<file path="config.mk">
export PLATFORM = sky130hd
export DESIGN_NAME = hbpf_ctrl
export DESIGN_NICKNAME = d
export VERILOG_FILES = /design/src/logic/hbpf_pkg.sv /design/src/logic/hbpf_ctrl.sv
export VERILOG_INCLUDE_DIRS = /design/src /design/src/logic
export SDC_FILE = /design/constraint.sdc
export NUM_CORES = 1
export LEC_CHECK = 0
export ABC_AREA = 1
export BUFFER_PORTS_ARGS = -buffer_cell sky130_fd_sc_hd__buf_4
export CORE_MARGIN = 4
export CORE_UTILIZATION = 50
export DETAILED_ROUTE_END_ITERATION = 10
export HOLD_SLACK_MARGIN = 0.08
export PLACE_DENSITY_LB_ADDON = 0.12
export SLEW_MARGIN = 25
export SYNTH_ARGS = -nofsm -noshare
export SYNTH_HDL_FRONTEND = slang
export SYNTH_SLANG_ARGS = --single-unit
</file>
<file path="constraint.sdc">
create_clock -name clk -period 3.05 [get_ports clk]
set_input_delay 0.61 -clock clk [delete_from_list [all_inputs] [get_ports clk]]
set_output_delay 0.61 -clock clk [all_outputs]
set_load 0.01 [all_outputs]
</file>
<file path="src/logic/hbpf_defines.svh">
// Timing and count constants for the half-bridge phase fault controller
`ifndef HBPF_DEFINES_SVH
`define HBPF_DEFINES_SVH
`define HBPF_CLK_PERIOD_NS   10
`define HBPF_TRI_HOLD_NS     50
`define HBPF_TRI_HOLD_CYC    ((`HBPF_TRI_HOLD_NS + `HBPF_CLK_PERIOD_NS - 1) / `HBPF_CLK_PERIOD_NS)
`define HBPF_NEG_ON_NS       200
`define HBPF_NEG_ON_CYC      (`HBPF_NEG_ON_NS / `HBPF_CLK_PERIOD_NS)
`define HBPF_REPORT_NS       200
`define HBPF_REPORT_CYC      (`HBPF_REPORT_NS / `HBPF_CLK_PERIOD_NS)
`define HBPF_OC_LIMIT        8
`define HBPF_CNT_W           5
`define HBPF_SYNC_W          11
`endif

</file>
<file path="src/logic/hbpf_pkg.sv">
// Types for the half-bridge phase fault controller
package hbpf_pkg;
    // Decoded three-level modulation input
    typedef struct packed {
        logic high;
        logic mid;
    } hbpf_mod_type;

    // Analog comparator flags
    typedef struct packed {
        logic oc_high;
        logic neg_limit;
        logic zero_cross;
        logic current_pos;
        logic over_temp;
        logic node_short;
    } hbpf_sense_type;

    // Fault type selected onto the modulation pin
    typedef enum logic [1:0] {
        HBPF_IMP_NONE,
        HBPF_IMP_OC_10K_GND,
        HBPF_IMP_OT_20K_GND,
        HBPF_IMP_SHORT_1K_VDD
    } hbpf_imp_type;

    typedef enum logic [1:0] {
        HBPF_ST_RUN,
        HBPF_ST_EMUL,
        HBPF_ST_NEG,
        HBPF_ST_DRAIN
    } hbpf_state_type;
endpackage

</file>
<file path="src/logic/hbpf_ctrl.sv">
// Half-bridge switch command, current limit and fault reporting logic
// Function
// - Start only after enable and supplies rise
// - Mid level 50ns: high off, diode emulation
// - Stay in emulation until zero current
// - Emulation: low on while current positive
// - Current sense output off while disabled
// - Over-current turns high side off for cycle
// - Eight consecutive over-currents latch fault
// - After latch, low on until zero current, except node short
// - Negative limit: low off, high on 200ns
// - Negative limit raises no fault
// - Any fault drives fault pin high
// - Fault impedance set 200ns after report
// - Impedance encodes fault type
// - Over-temperature latches high off, drains low
// - Node short latches, pulls modulation high
`timescale 1ns/100ps
`include "hbpf_defines.svh"

module hbpf_ctrl #(
    parameter int TRI_HOLD_CYC = `HBPF_TRI_HOLD_CYC,
    parameter int NEG_ON_CYC   = `HBPF_NEG_ON_CYC,
    parameter int REPORT_CYC   = `HBPF_REPORT_CYC,
    parameter int OC_LIMIT     = `HBPF_OC_LIMIT
) (
    input  wire logic                  clk,
    input  wire logic                  rst_b,
    input  wire logic                  enable,
    input  wire logic                  logic_supply_ok,
    input  wire logic                  driver_supply_ok,
    input  wire hbpf_pkg::hbpf_mod_type mod_in,
    input  wire hbpf_pkg::hbpf_sense_type sense_in,
    output logic                       high_side_switch,
    output logic                       low_side_switch,
    output logic                       current_sense_out_en,
    output logic                       temp_fault_pin,
    output hbpf_pkg::hbpf_imp_type     mod_imp_sel
);
    import hbpf_pkg::*;

    // ================================================================
    // Reset release and input synchronisers
    logic            rst_s1_reg;
    logic            rst_s2_reg;
    logic            rst_int_b;
    logic [`HBPF_SYNC_W-1:0] sync1_reg;
    logic [`HBPF_SYNC_W-1:0] sync2_reg;

    always_ff @(posedge clk or negedge rst_b)
    begin
        if (!rst_b)
        begin
            rst_s1_reg <= 1'h0;
            rst_s2_reg <= 1'h0;
        end
        else
        begin
            rst_s1_reg <= 1'h1;
            rst_s2_reg <= rst_s1_reg;
        end
    end
    assign rst_int_b = rst_s2_reg;

    // Comparator outputs are asynchronous to clk, so all pass two stages
    always_ff @(posedge clk or negedge rst_int_b)
    begin
        if (!rst_int_b)
        begin
            sync1_reg <= '0;
            sync2_reg <= '0;
        end
        else
        begin
            sync1_reg <= {enable, logic_supply_ok, driver_supply_ok, mod_in, sense_in};
            sync2_reg <= sync1_reg;
        end
    end

    logic           en_s;
    logic           lsup_s;
    logic           dsup_s;
    logic           sup_s;
    hbpf_mod_type   mod_s;
    hbpf_sense_type sns_s;
    // Unpacked in the same order as packed into the first stage
    assign {en_s, lsup_s, dsup_s, mod_s, sns_s} = sync2_reg;
    assign sup_s = lsup_s & dsup_s;

    // ================================================================
    // Run qualification
    logic run_reg;
    logic en_d_reg;
    logic sup_d_reg;
    logic rise_seen_reg;

    always_ff @(posedge clk or negedge rst_int_b)
    begin
        if (!rst_int_b)
        begin
            en_d_reg      <= 1'h0;
            sup_d_reg     <= 1'h0;
            rise_seen_reg <= 1'h0;
        end
        else
        begin
            en_d_reg  <= en_s;
            sup_d_reg <= sup_s;
            // Running only after a fresh rise; any drop clears faults
            if (!en_s || !sup_s)
                rise_seen_reg <= 1'h0;
            else if (!en_d_reg || !sup_d_reg)
                rise_seen_reg <= 1'h1;
        end
    end
    assign run_reg = rise_seen_reg;

    // ================================================================
    // Modulation cycle edges and over-current counting
    logic                  high_d_reg;
    logic                  cycle_start;
    logic                  oc_cycle_reg;
    logic [`HBPF_CNT_W-1:0] oc_cnt_reg;
    logic                  oc_fault_reg;
    logic                  ot_fault_reg;
    logic                  sh_fault_reg;
    logic                  any_fault;

    assign cycle_start = mod_s.high & !high_d_reg;
    assign any_fault   = oc_fault_reg | ot_fault_reg | sh_fault_reg;

    always_ff @(posedge clk or negedge rst_int_b)
    begin
        if (!rst_int_b)
        begin
            high_d_reg   <= 1'h0;
            oc_cycle_reg <= 1'h0;
            oc_cnt_reg   <= '0;
        end
        else
        begin
            high_d_reg <= mod_s.high;
            if (!run_reg)
            begin
                oc_cycle_reg <= 1'h0;
                oc_cnt_reg   <= '0;
            end
            else if (cycle_start)
            begin
                oc_cycle_reg <= 1'h0;
                if (!oc_cycle_reg)
                    oc_cnt_reg <= '0;
            end
            else if (sns_s.oc_high && !oc_cycle_reg)
            begin
                oc_cycle_reg <= 1'h1;
                oc_cnt_reg   <= oc_cnt_reg + `HBPF_CNT_W'(1);
            end
        end
    end

    // ================================================================
    // Fault latches
    always_ff @(posedge clk or negedge rst_int_b)
    begin
        if (!rst_int_b)
        begin
            oc_fault_reg <= 1'h0;
            ot_fault_reg <= 1'h0;
            sh_fault_reg <= 1'h0;
        end
        else if (!run_reg)
        begin
            oc_fault_reg <= 1'h0;
            ot_fault_reg <= 1'h0;
            sh_fault_reg <= 1'h0;
        end
        else
        begin
            if (oc_cnt_reg >= `HBPF_CNT_W'(OC_LIMIT))
                oc_fault_reg <= 1'h1;
            if (sns_s.over_temp)
                ot_fault_reg <= 1'h1;
            if (sns_s.node_short)
                sh_fault_reg <= 1'h1;
        end
    end

    // ================================================================
    // Switch state machine
    hbpf_state_type         state_reg;
    logic [`HBPF_CNT_W-1:0] tri_cnt_reg;
    logic [`HBPF_CNT_W-1:0] neg_cnt_reg;

    always_ff @(posedge clk or negedge rst_int_b)
    begin
        if (!rst_int_b)
            tri_cnt_reg <= '0;
        else if (!mod_s.mid)
            tri_cnt_reg <= '0;
        else if (tri_cnt_reg < `HBPF_CNT_W'(TRI_HOLD_CYC))
            tri_cnt_reg <= tri_cnt_reg + `HBPF_CNT_W'(1);
    end

    always_ff @(posedge clk or negedge rst_int_b)
    begin
        if (!rst_int_b)
        begin
            state_reg   <= HBPF_ST_RUN;
            neg_cnt_reg <= '0;
        end
        else if (!run_reg)
            state_reg <= HBPF_ST_RUN;
        else if (any_fault && state_reg != HBPF_ST_DRAIN)
            state_reg <= HBPF_ST_DRAIN;
        else
        begin
            unique case (state_reg)
                HBPF_ST_RUN:
                begin
                    if (sns_s.neg_limit)
                    begin
                        state_reg   <= HBPF_ST_NEG;
                        neg_cnt_reg <= '0;
                    end
                    else if (tri_cnt_reg == `HBPF_CNT_W'(TRI_HOLD_CYC))
                        state_reg <= HBPF_ST_EMUL;
                end
                HBPF_ST_EMUL:
                    if (sns_s.zero_cross)
                        state_reg <= HBPF_ST_RUN;
                HBPF_ST_NEG:
                begin
                    neg_cnt_reg <= neg_cnt_reg + `HBPF_CNT_W'(1);
                    if (neg_cnt_reg == `HBPF_CNT_W'(NEG_ON_CYC - 1))
                        state_reg <= HBPF_ST_RUN;
                end
                HBPF_ST_DRAIN:
                    ;                                  // Held until enable or supply cycles
            endcase
        end
    end

    // ================================================================
    // Registered outputs
    logic high_next;
    logic low_next;
    logic drained_reg;

    always_ff @(posedge clk or negedge rst_int_b)
    begin
        if (!rst_int_b)
            drained_reg <= 1'h0;
        else if (state_reg != HBPF_ST_DRAIN)
            drained_reg <= 1'h0;
        else if (sns_s.zero_cross)
            drained_reg <= 1'h1;
    end

    always_comb
    begin
        high_next = 1'h0;
        low_next  = 1'h0;
        if (run_reg)
        begin
            unique case (state_reg)
                HBPF_ST_RUN:
                begin
                    // Fault and per-cycle limit both veto the high side
                    high_next = mod_s.high && !oc_cycle_reg && !sns_s.oc_high && !any_fault;
                    low_next  = !mod_s.high && !mod_s.mid;
                end
                HBPF_ST_EMUL:
                    low_next = sns_s.current_pos && !sns_s.zero_cross;
                HBPF_ST_NEG:
                    // A fault in the pulse cuts it short at once
                    high_next = !any_fault;
                HBPF_ST_DRAIN:
                    low_next = !drained_reg && !sns_s.zero_cross && !sh_fault_reg;
            endcase
        end
    end

    logic [`HBPF_CNT_W-1:0] rep_cnt_reg;

    always_ff @(posedge clk or negedge rst_int_b)
    begin
        if (!rst_int_b)
        begin
            high_side_switch     <= 1'h0;
            low_side_switch      <= 1'h0;
            current_sense_out_en <= 1'h0;
            temp_fault_pin       <= 1'h0;
            mod_imp_sel          <= HBPF_IMP_NONE;
            rep_cnt_reg          <= '0;
        end
        else
        begin
            high_side_switch     <= high_next;
            low_side_switch      <= low_next;
            current_sense_out_en <= en_s;
            temp_fault_pin       <= any_fault;
            if (!any_fault)
            begin
                rep_cnt_reg <= '0;
                mod_imp_sel <= HBPF_IMP_NONE;
            end
            else if (rep_cnt_reg < `HBPF_CNT_W'(REPORT_CYC))
                rep_cnt_reg <= rep_cnt_reg + `HBPF_CNT_W'(1);
            else if (sh_fault_reg)
                mod_imp_sel <= HBPF_IMP_SHORT_1K_VDD;
            else if (oc_fault_reg)
                mod_imp_sel <= HBPF_IMP_OC_10K_GND;
            else
                mod_imp_sel <= HBPF_IMP_OT_20K_GND;
        end
    end

    // ================================================================
    // Assertions
    a_fault_blocks_high: assert property (@(posedge clk) disable iff (!rst_int_b)
        any_fault |=> !high_side_switch)
        else $error("High side on while faulted");
    a_neg_no_fault: assert property (@(posedge clk) disable iff (!rst_int_b)
        (state_reg == HBPF_ST_NEG && !any_fault) |=> !temp_fault_pin)
        else $error("Negative limit raised fault");
    a_fault_pin_set: assert property (@(posedge clk) disable iff (!rst_int_b)
        any_fault |=> temp_fault_pin)
        else $error("Fault pin not driven");
    a_imp_delay: assert property (@(posedge clk) disable iff (!rst_int_b)
        $rose(any_fault) |-> mod_imp_sel == HBPF_IMP_NONE [*8])
        else $error("Impedance changed early");
    a_sense_follows_en: assert property (@(posedge clk) disable iff (!rst_int_b)
        !en_s |=> !current_sense_out_en)
        else $error("Sense output active while disabled");
    a_no_run_no_switch: assert property (@(posedge clk) disable iff (!rst_int_b)
        !run_reg |=> !high_side_switch && !low_side_switch)
        else $error("Switching before start");
    a_oc_latch: assert property (@(posedge clk) disable iff (!rst_int_b)
        (run_reg && oc_cnt_reg >= `HBPF_CNT_W'(OC_LIMIT)) |=> oc_fault_reg || !run_reg)
        else $error("Over-current not latched");
    a_emul_no_high: assert property (@(posedge clk) disable iff (!rst_int_b)
        state_reg == HBPF_ST_EMUL |=> !high_side_switch)
        else $error("High side on in emulation");
endmodule

</file>
==> run_results.csv, run 1 <==
group,metric,value,unit
final_layout,final_area,2880,µm²
die,core_area,4790,µm²
sta,worst_slew_pin_slew,0.523,ns
yosys,syn_nets,269,
outcome,status,"finished, final reports clean",
worst_setup_path,endpoint_kind,"register",
clock_tree,clock-root-buffer,"clkbuf_8",
yosys,synth_top_area_cell,"dfrtp_1",
yosys,yosysWarnings,0,
die,fp-row-count,25,
yosys,synth_edf_count,0,
clock_tree,clkLatencyLatePin,0.33,ns
sta,rsz0062_at_grt,"false",
worst_setup_path,crit_type,"register to register",
sta,fin_ws,1.56,ns
routing,post_drt_via_cell_ratio,4.64,
yosys,yosysUniqueCellTypes,31,
yosys,synth_top_area_share,59.6,%
power,peakVddDrop,0.000385,V
power,p_leak,1.44,nW
yosys,synth-seq-cells,60,
grt,track_usage,14.5,%
sta,fmax,669,MHz
sta,setup-tns-final,0,ns
yosys,synth.avg_cell_area,10.3,µm²
power,pwr_density_cell,549,nW/µm²
clock_tree,clock_path_buffers,2,
final_layout,syn_to_final_growth,14.2,%
grt,grt_pass1_vias,1524,
clock_tree,clk_pin_slew,0.06,ns
placed_design,dp_hpwl,2640,µm
clock_tree,cts_buffers,9,
sta,setup_viol,0,
final_layout,fin_nets,296,
grt,antenna_found_initial,0,
sta,period_share,49.0,%
placed_design,portBuffers,18,
die,initial_core_util,52.6,%
routing,firstDrtPassIters,4,
clock_tree,h-tree-depth,3,
placed_design,placed_area,2710,µm²
grt,overflow,0,
sta,fin_hold_ws,0.160,ns
routing,wl_per_cell,10.9,µm
yosys,synthArstFlopShare,100,%
yosys,synth_ff_type,"dfrtp_1",
run,maxCapViolCount,0,
grt,grt_pass1_wl,6890,µm
placed_design,gp_congestion,0.852,
die,fp.dieArea,6240,µm²
routing,vias,1590,
die,die_y,79.0,µm
worst_setup_path,worstPathArrival,1.71,ns
clock_tree,cts_num_sinks,60,
routing,drc,0,
yosys,synth.most_common_cell,"dfrtp_1",
worst_setup_path,critical_path.max_fanout,10,
sta,fin_skew,0.00660,ns
die,io_pins,19,
clock_tree,cts_tree,"yes",
yosys,synth_area_leaders,"dfrtp_1, nand2_1, ha_1",
final_layout,n_antenna_cell,0,
yosys,syn-cell-area,2520,µm²
sta,fin_crit,1.49,ns
die,die_w,79.0,µm
worst_setup_path,startpoint_type,"register",
min_path,hold_class,"register to asynchronous set/reset pin",
routing,totalWireLength,3740,µm
yosys,synthCells,245,
worst_setup_path,reg2reg_setup_slack,1.56,ns
yosys,ys_seq_area_share,59.6,%
routing,ant_nets,0,
routing,drtIter0Drc,54,
yosys,synth.top_cells.by_count,"dfrtp_1, nand2_1, inv_1, nor2_1, nand3_1",
sta,hold_viol,0,
final_layout,drive_gt1_share,18.8,%
sta,maxSlewHeadroom,65.1,%
sta,slew_viol_final,0,
grt,grt_max_degree,45,
worst_setup_path,critPathRequiredTime,3.27,ns
placed_design,dpl_worst_slack,1.56,ns
## per-stage QoR
stage / util [%] / power [W] / cells
floorplan: - / 0.000967 / 245
global placement: 56.5 / 0.00100 / 327
detailed placement: 56.5 / 0.00100 / 327
CTS: 60.1 / 0.00161 / 343
global route: 60.1 / 0.00167 / 343
finish: 60.1 / 0.00158 / 343
## cell families after synthesis
family                   synth area share, %
AND/OR/NAND/NOR                         17.7
buffers and inverters                   7.30
AO/OA/AOI/OAI                           8.69
XOR/XNOR                                1.04
adder cells (fa/ha/maj)                 5.46
other                                  0.149
flip-flops                              59.6
## power by group
| group | switching [W] | internal [W] |
|---|---|---|
| Combinational | 0.0000685 | 0.0000486 |
| Clock | 0.000277 | 0.000312 |
| Sequential | 0.0000337 | 0.000839 |
## worst max-delay path, stage by stage (launching register included)
cell     delay, ns
dfrtp_1       0.42
inv_1         0.12
ha_1          0.30
nor2_1        0.08
nor2_1        0.19
nand2_4       0.13
nand2_1       0.09
o21ai_2       0.05
## worst paths after layout
kind	depth (start not counted)	to	from
setup / recovery	7	neg_cnt_reg[3]$_DFFE_PN0P_	state_reg[0]$_DFFE_PN0P_
hold / removal	0	sync2_reg[6]$_DFF_PN0_	rst_int_b$_DFF_PN0_
setup reg to reg	7	neg_cnt_reg[3]$_DFFE_PN0P_	state_reg[0]$_DFFE_PN0P_
hold reg to reg	0	sync2_reg[6]$_DFF_PN0_	rst_int_b$_DFF_PN0_
max in group asynchronous	1	rep_cnt_reg[4]$_DFFE_PN0P_	rst_int_b$_DFF_PN0_
min in group clk	0	sync2_reg[8]$_DFF_PN0_	sync1_reg[8]$_DFF_PN0_
## timing repair
action                                 CTS  global route
setup buffers                            0             0
setup endpoints to repair                0             0
resized for setup                        0             0
hold buffers                             1             0
endpoints found under the hold margin    2             0
## layout make-up
cell class / count / area (µm²)
repair buffers: 20 / 153
multi-input cells: 143 / 833
flip-flops and latches: 60 / 1500
clock buffers: 13 / 149
fillers: 408 / 1910
inverters: 38 / 143
clock inverters: 2 / 12.5
well taps: 67 / 83.8
## layer usage
layer  vias to the layer above  routed length (µm)  track usage, %
met4                         0                  81            9.28
met2                        30                1580            20.5
met5                         -                   0               0
li1                        826                   -               -
met3                         9                 212            4.88
met1                       725                1870            19.0
## cell usage in the layout, fill, tap and decap left out, types with 3 or more instances in the layout
cell type	synthesis	layout
nor2_1	23	23
o21ai_0	4	4
xor2_1	3	3
clkbuf_1	0	3
nor3_1	3	3
buf_4	1	19
nand2_1	41	41
nand3_1	18	18
dfrtp_1	60	59
a21oi_1	11	11
o21ai_2	6	6
clkbuf_8	0	10
ha_1	11	11
inv_1	35	35
inv_2	3	3
No activity file was read; power rests on OpenSTA's default activity.
==> run 2: changes to the inputs <==
Clock period 3.05 ns to 1.25 ns, I/O delays scaled along.
==> run 2 against run 1 <==
The flow now finishes with violations (setup timing). Flip-flop and latch count unchanged. Power rose to 2.8 times the previous value. Clock power increased to 3.2 times the previous value. Global-route usage rose by 3.0 points. Combinational power increased to 3.6 times the previous value. Core utilization is 9.9 points higher. First-iteration DRC count grew 20%. Wire length rose by 21%. Highest routed layer unchanged.
==> run_results.csv, run 2 (same netlist as run 1, synthesis figures left out) <==
group,metric,value,unit
sta,fin_ws,-0.108,ns
outcome,status,"finished with violations",
placed_design,dp_cells,344,
worst_setup_path,crit_type,"register to register",
worst_setup_path,path_cells,"ha_2 > nor3_2 > o211ai_1 > nand3_2 > nand2_1",
die,core_area,4790,µm²
sta,fin_skew,0.00575,ns
grt,grt_pass1_vias,1837,
grt,grt_pass1_wl,8330,µm
sta,fin_hold_ws,0.239,ns
routing,drtIter0Drc,65,
worst_setup_path,critPathTopFamily,"flip-flops",
worst_setup_path,endpoint_kind,"register",
sta,period_share,109,%
clock_tree,clock_path_buffers,2,
final_layout,syn_to_final_growth,33.0,%
sta,rsz0062_at_grt,"true",
die,fp-row-count,25,
placed_design,portBuffers,18,
die,initial_core_util,52.6,%
worst_setup_path,crit_path_top_delay_cell,"dfrtp_2",
final_layout,fill_cells,368,
final_layout,regArea,1510,µm²
routing,firstDrtPassIters,4,
grt,grt_max_degree,36,
routing,wl_per_cell,12.0,µm
die,die_y,79.0,µm
power,p_leak,1.66,nW
final_layout,n_antenna_cell,0,
power,pwr_density_cell,1310,nW/µm²
final_layout,fin_nets,332,
clock_tree,clock-root-buffer,"clkbuf_8",
min_path,hold_class,"input port to asynchronous set/reset pin",
placed_design,dpl_worst_slack,-0.104,ns
routing,vias,1779,
sta,fin_crit,1.36,ns
power,peakVddDrop,0.00111,V
grt,antenna_found_initial,0,
clock_tree,clk_pin_slew,0.07,ns
final_layout,drive_gt1_share,34.5,%
worst_setup_path,crit_path_max_incr_delay,0.46,ns
worst_setup_path,critPathRequiredTime,1.47,ns
routing,drc,0,
outcome,failed_checks,"setup timing",
worst_setup_path,cp-startpoint,"state_reg[0]$_DFFE_PN0P_",
worst_setup_path,startpoint_type,"register",
die,fp.dieArea,6240,µm²
sta,setup-tns-final,-0.570,ns
routing,ant_nets,0,
sta,setup_viol,7,
final_layout,final_cells,380,
worst_setup_path,critical_path.max_fanout,5,
worst_setup_path,worstPathArrival,1.58,ns
grt,overflow,0,
grt,track_usage,17.5,%
routing,post_drt_via_cell_ratio,4.68,
final_layout,final_cell_mix,"dfrtp_1, buf_4, nand2_1",
sta,hold_viol,0,
clock_tree,h-tree-depth,3,
final_layout,layout_commonest_cell,"dfrtp_1",
routing,totalWireLength,4540,µm
die,die_w,79.0,µm
clock_tree,cts_tree,"yes",
final_layout,multiInputGateArea,951,µm²
worst_setup_path,r2r-start,"state_reg[0]$_DFFE_PN0P_",
die,io_pins,19,
sta,slew_viol_final,0,
clock_tree,clkLatencyLatePin,0.33,ns
sta,fmax,736,MHz
clock_tree,cts_num_sinks,60,
placed_design,gp_congestion,0.787,
placed_design,dp_hpwl,2980,µm
run,maxCapViolCount,0,
clock_tree,cts_buffers,9,
worst_setup_path,critPathBufInv,0,
final_layout,fin_util,70.0,%
==> run 2: worst register-to-register path, delay by kind of cell, from the launching register on <==
kind | cells | cell delay [ns]
and+or+nand+nor | 3 | 0.37
DFF | 1 | 0.46
adders and majority gates | 1 | 0.21
AOI/OAI and AO/OA | 1 | 0.21
==> run 2: repair_timing <==
action                                 CTS  global route
setup buffers                            3             4
gates resized for setup                 13            15
cloned                                   0             1
endpoints found under the hold margin   13             0
pin swaps                                7             6
setup endpoints to repair                7            10
hold buffers                            12             0
==> run 2: final cells by class <==
type / count / area share [%]
clock inverter: 7 / 2.73
clock buffer: 9 / 3.70
sequential: 60 / 44.9
multi-input combinational: 144 / 28.4
timing repair buffer: 55 / 13.3
inverter: 38 / 4.41
tap: 67 / 2.50
==> run 2: worst paths after layout <==
| path | slack (ns) | end | depth (start not counted) |
|---|---|---|---|
| setup / recovery | -0.11 | state_reg[0]$_DFFE_PN0P_ | 5 |
| hold / removal | 0.24 | rst_s1_reg$_DFF_PN0_ | 2 |
| setup reg to reg | -0.11 | state_reg[0]$_DFFE_PN0P_ | 5 |
| hold reg to reg | 0.24 | sync1_reg[3]$_DFF_PN0_ | 1 |
| max in group asynchronous | 0.62 | state_reg[1]$_DFFE_PN0P_ | 1 |
| min in group clk | 0.35 | sync2_reg[8]$_DFF_PN0_ | 0 |
==> run 2: per-stage QoR <==
step / instance area (µm²) / power [W]
2_1_floorplan: 2560 / 0.00237
6_report: 3350 / 0.00440
3_5_place_dp: 2870 / 0.00251
5_1_grt: 3350 / 0.00463
3_3_place_gp: 2870 / 0.00249
4_1_cts: 3260 / 0.00442
==> run 2: power by group <==
group	internal, W	total (W)	switching (W)
registers	0.00205	0.00212	0.0000760
clock network	0.00111	0.00186	0.000745
logic	0.000199	0.000420	0.000221
total	0.00336	0.00440	0.00104
==> run 2: metal layers <==
| layer | up-vias | GRT usage (%) | routed length (µm) |
|---|---|---|---|
| met4 | 0 | 9.45 | 96 |
| met2 | 32 | 27.7 | 2230 |
| met5 | - | 0 | 0 |
| met3 | 9 | 4.42 | 179 |
| met1 | 842 | 22.2 | 2030 |
| li1 | 896 | - | - |
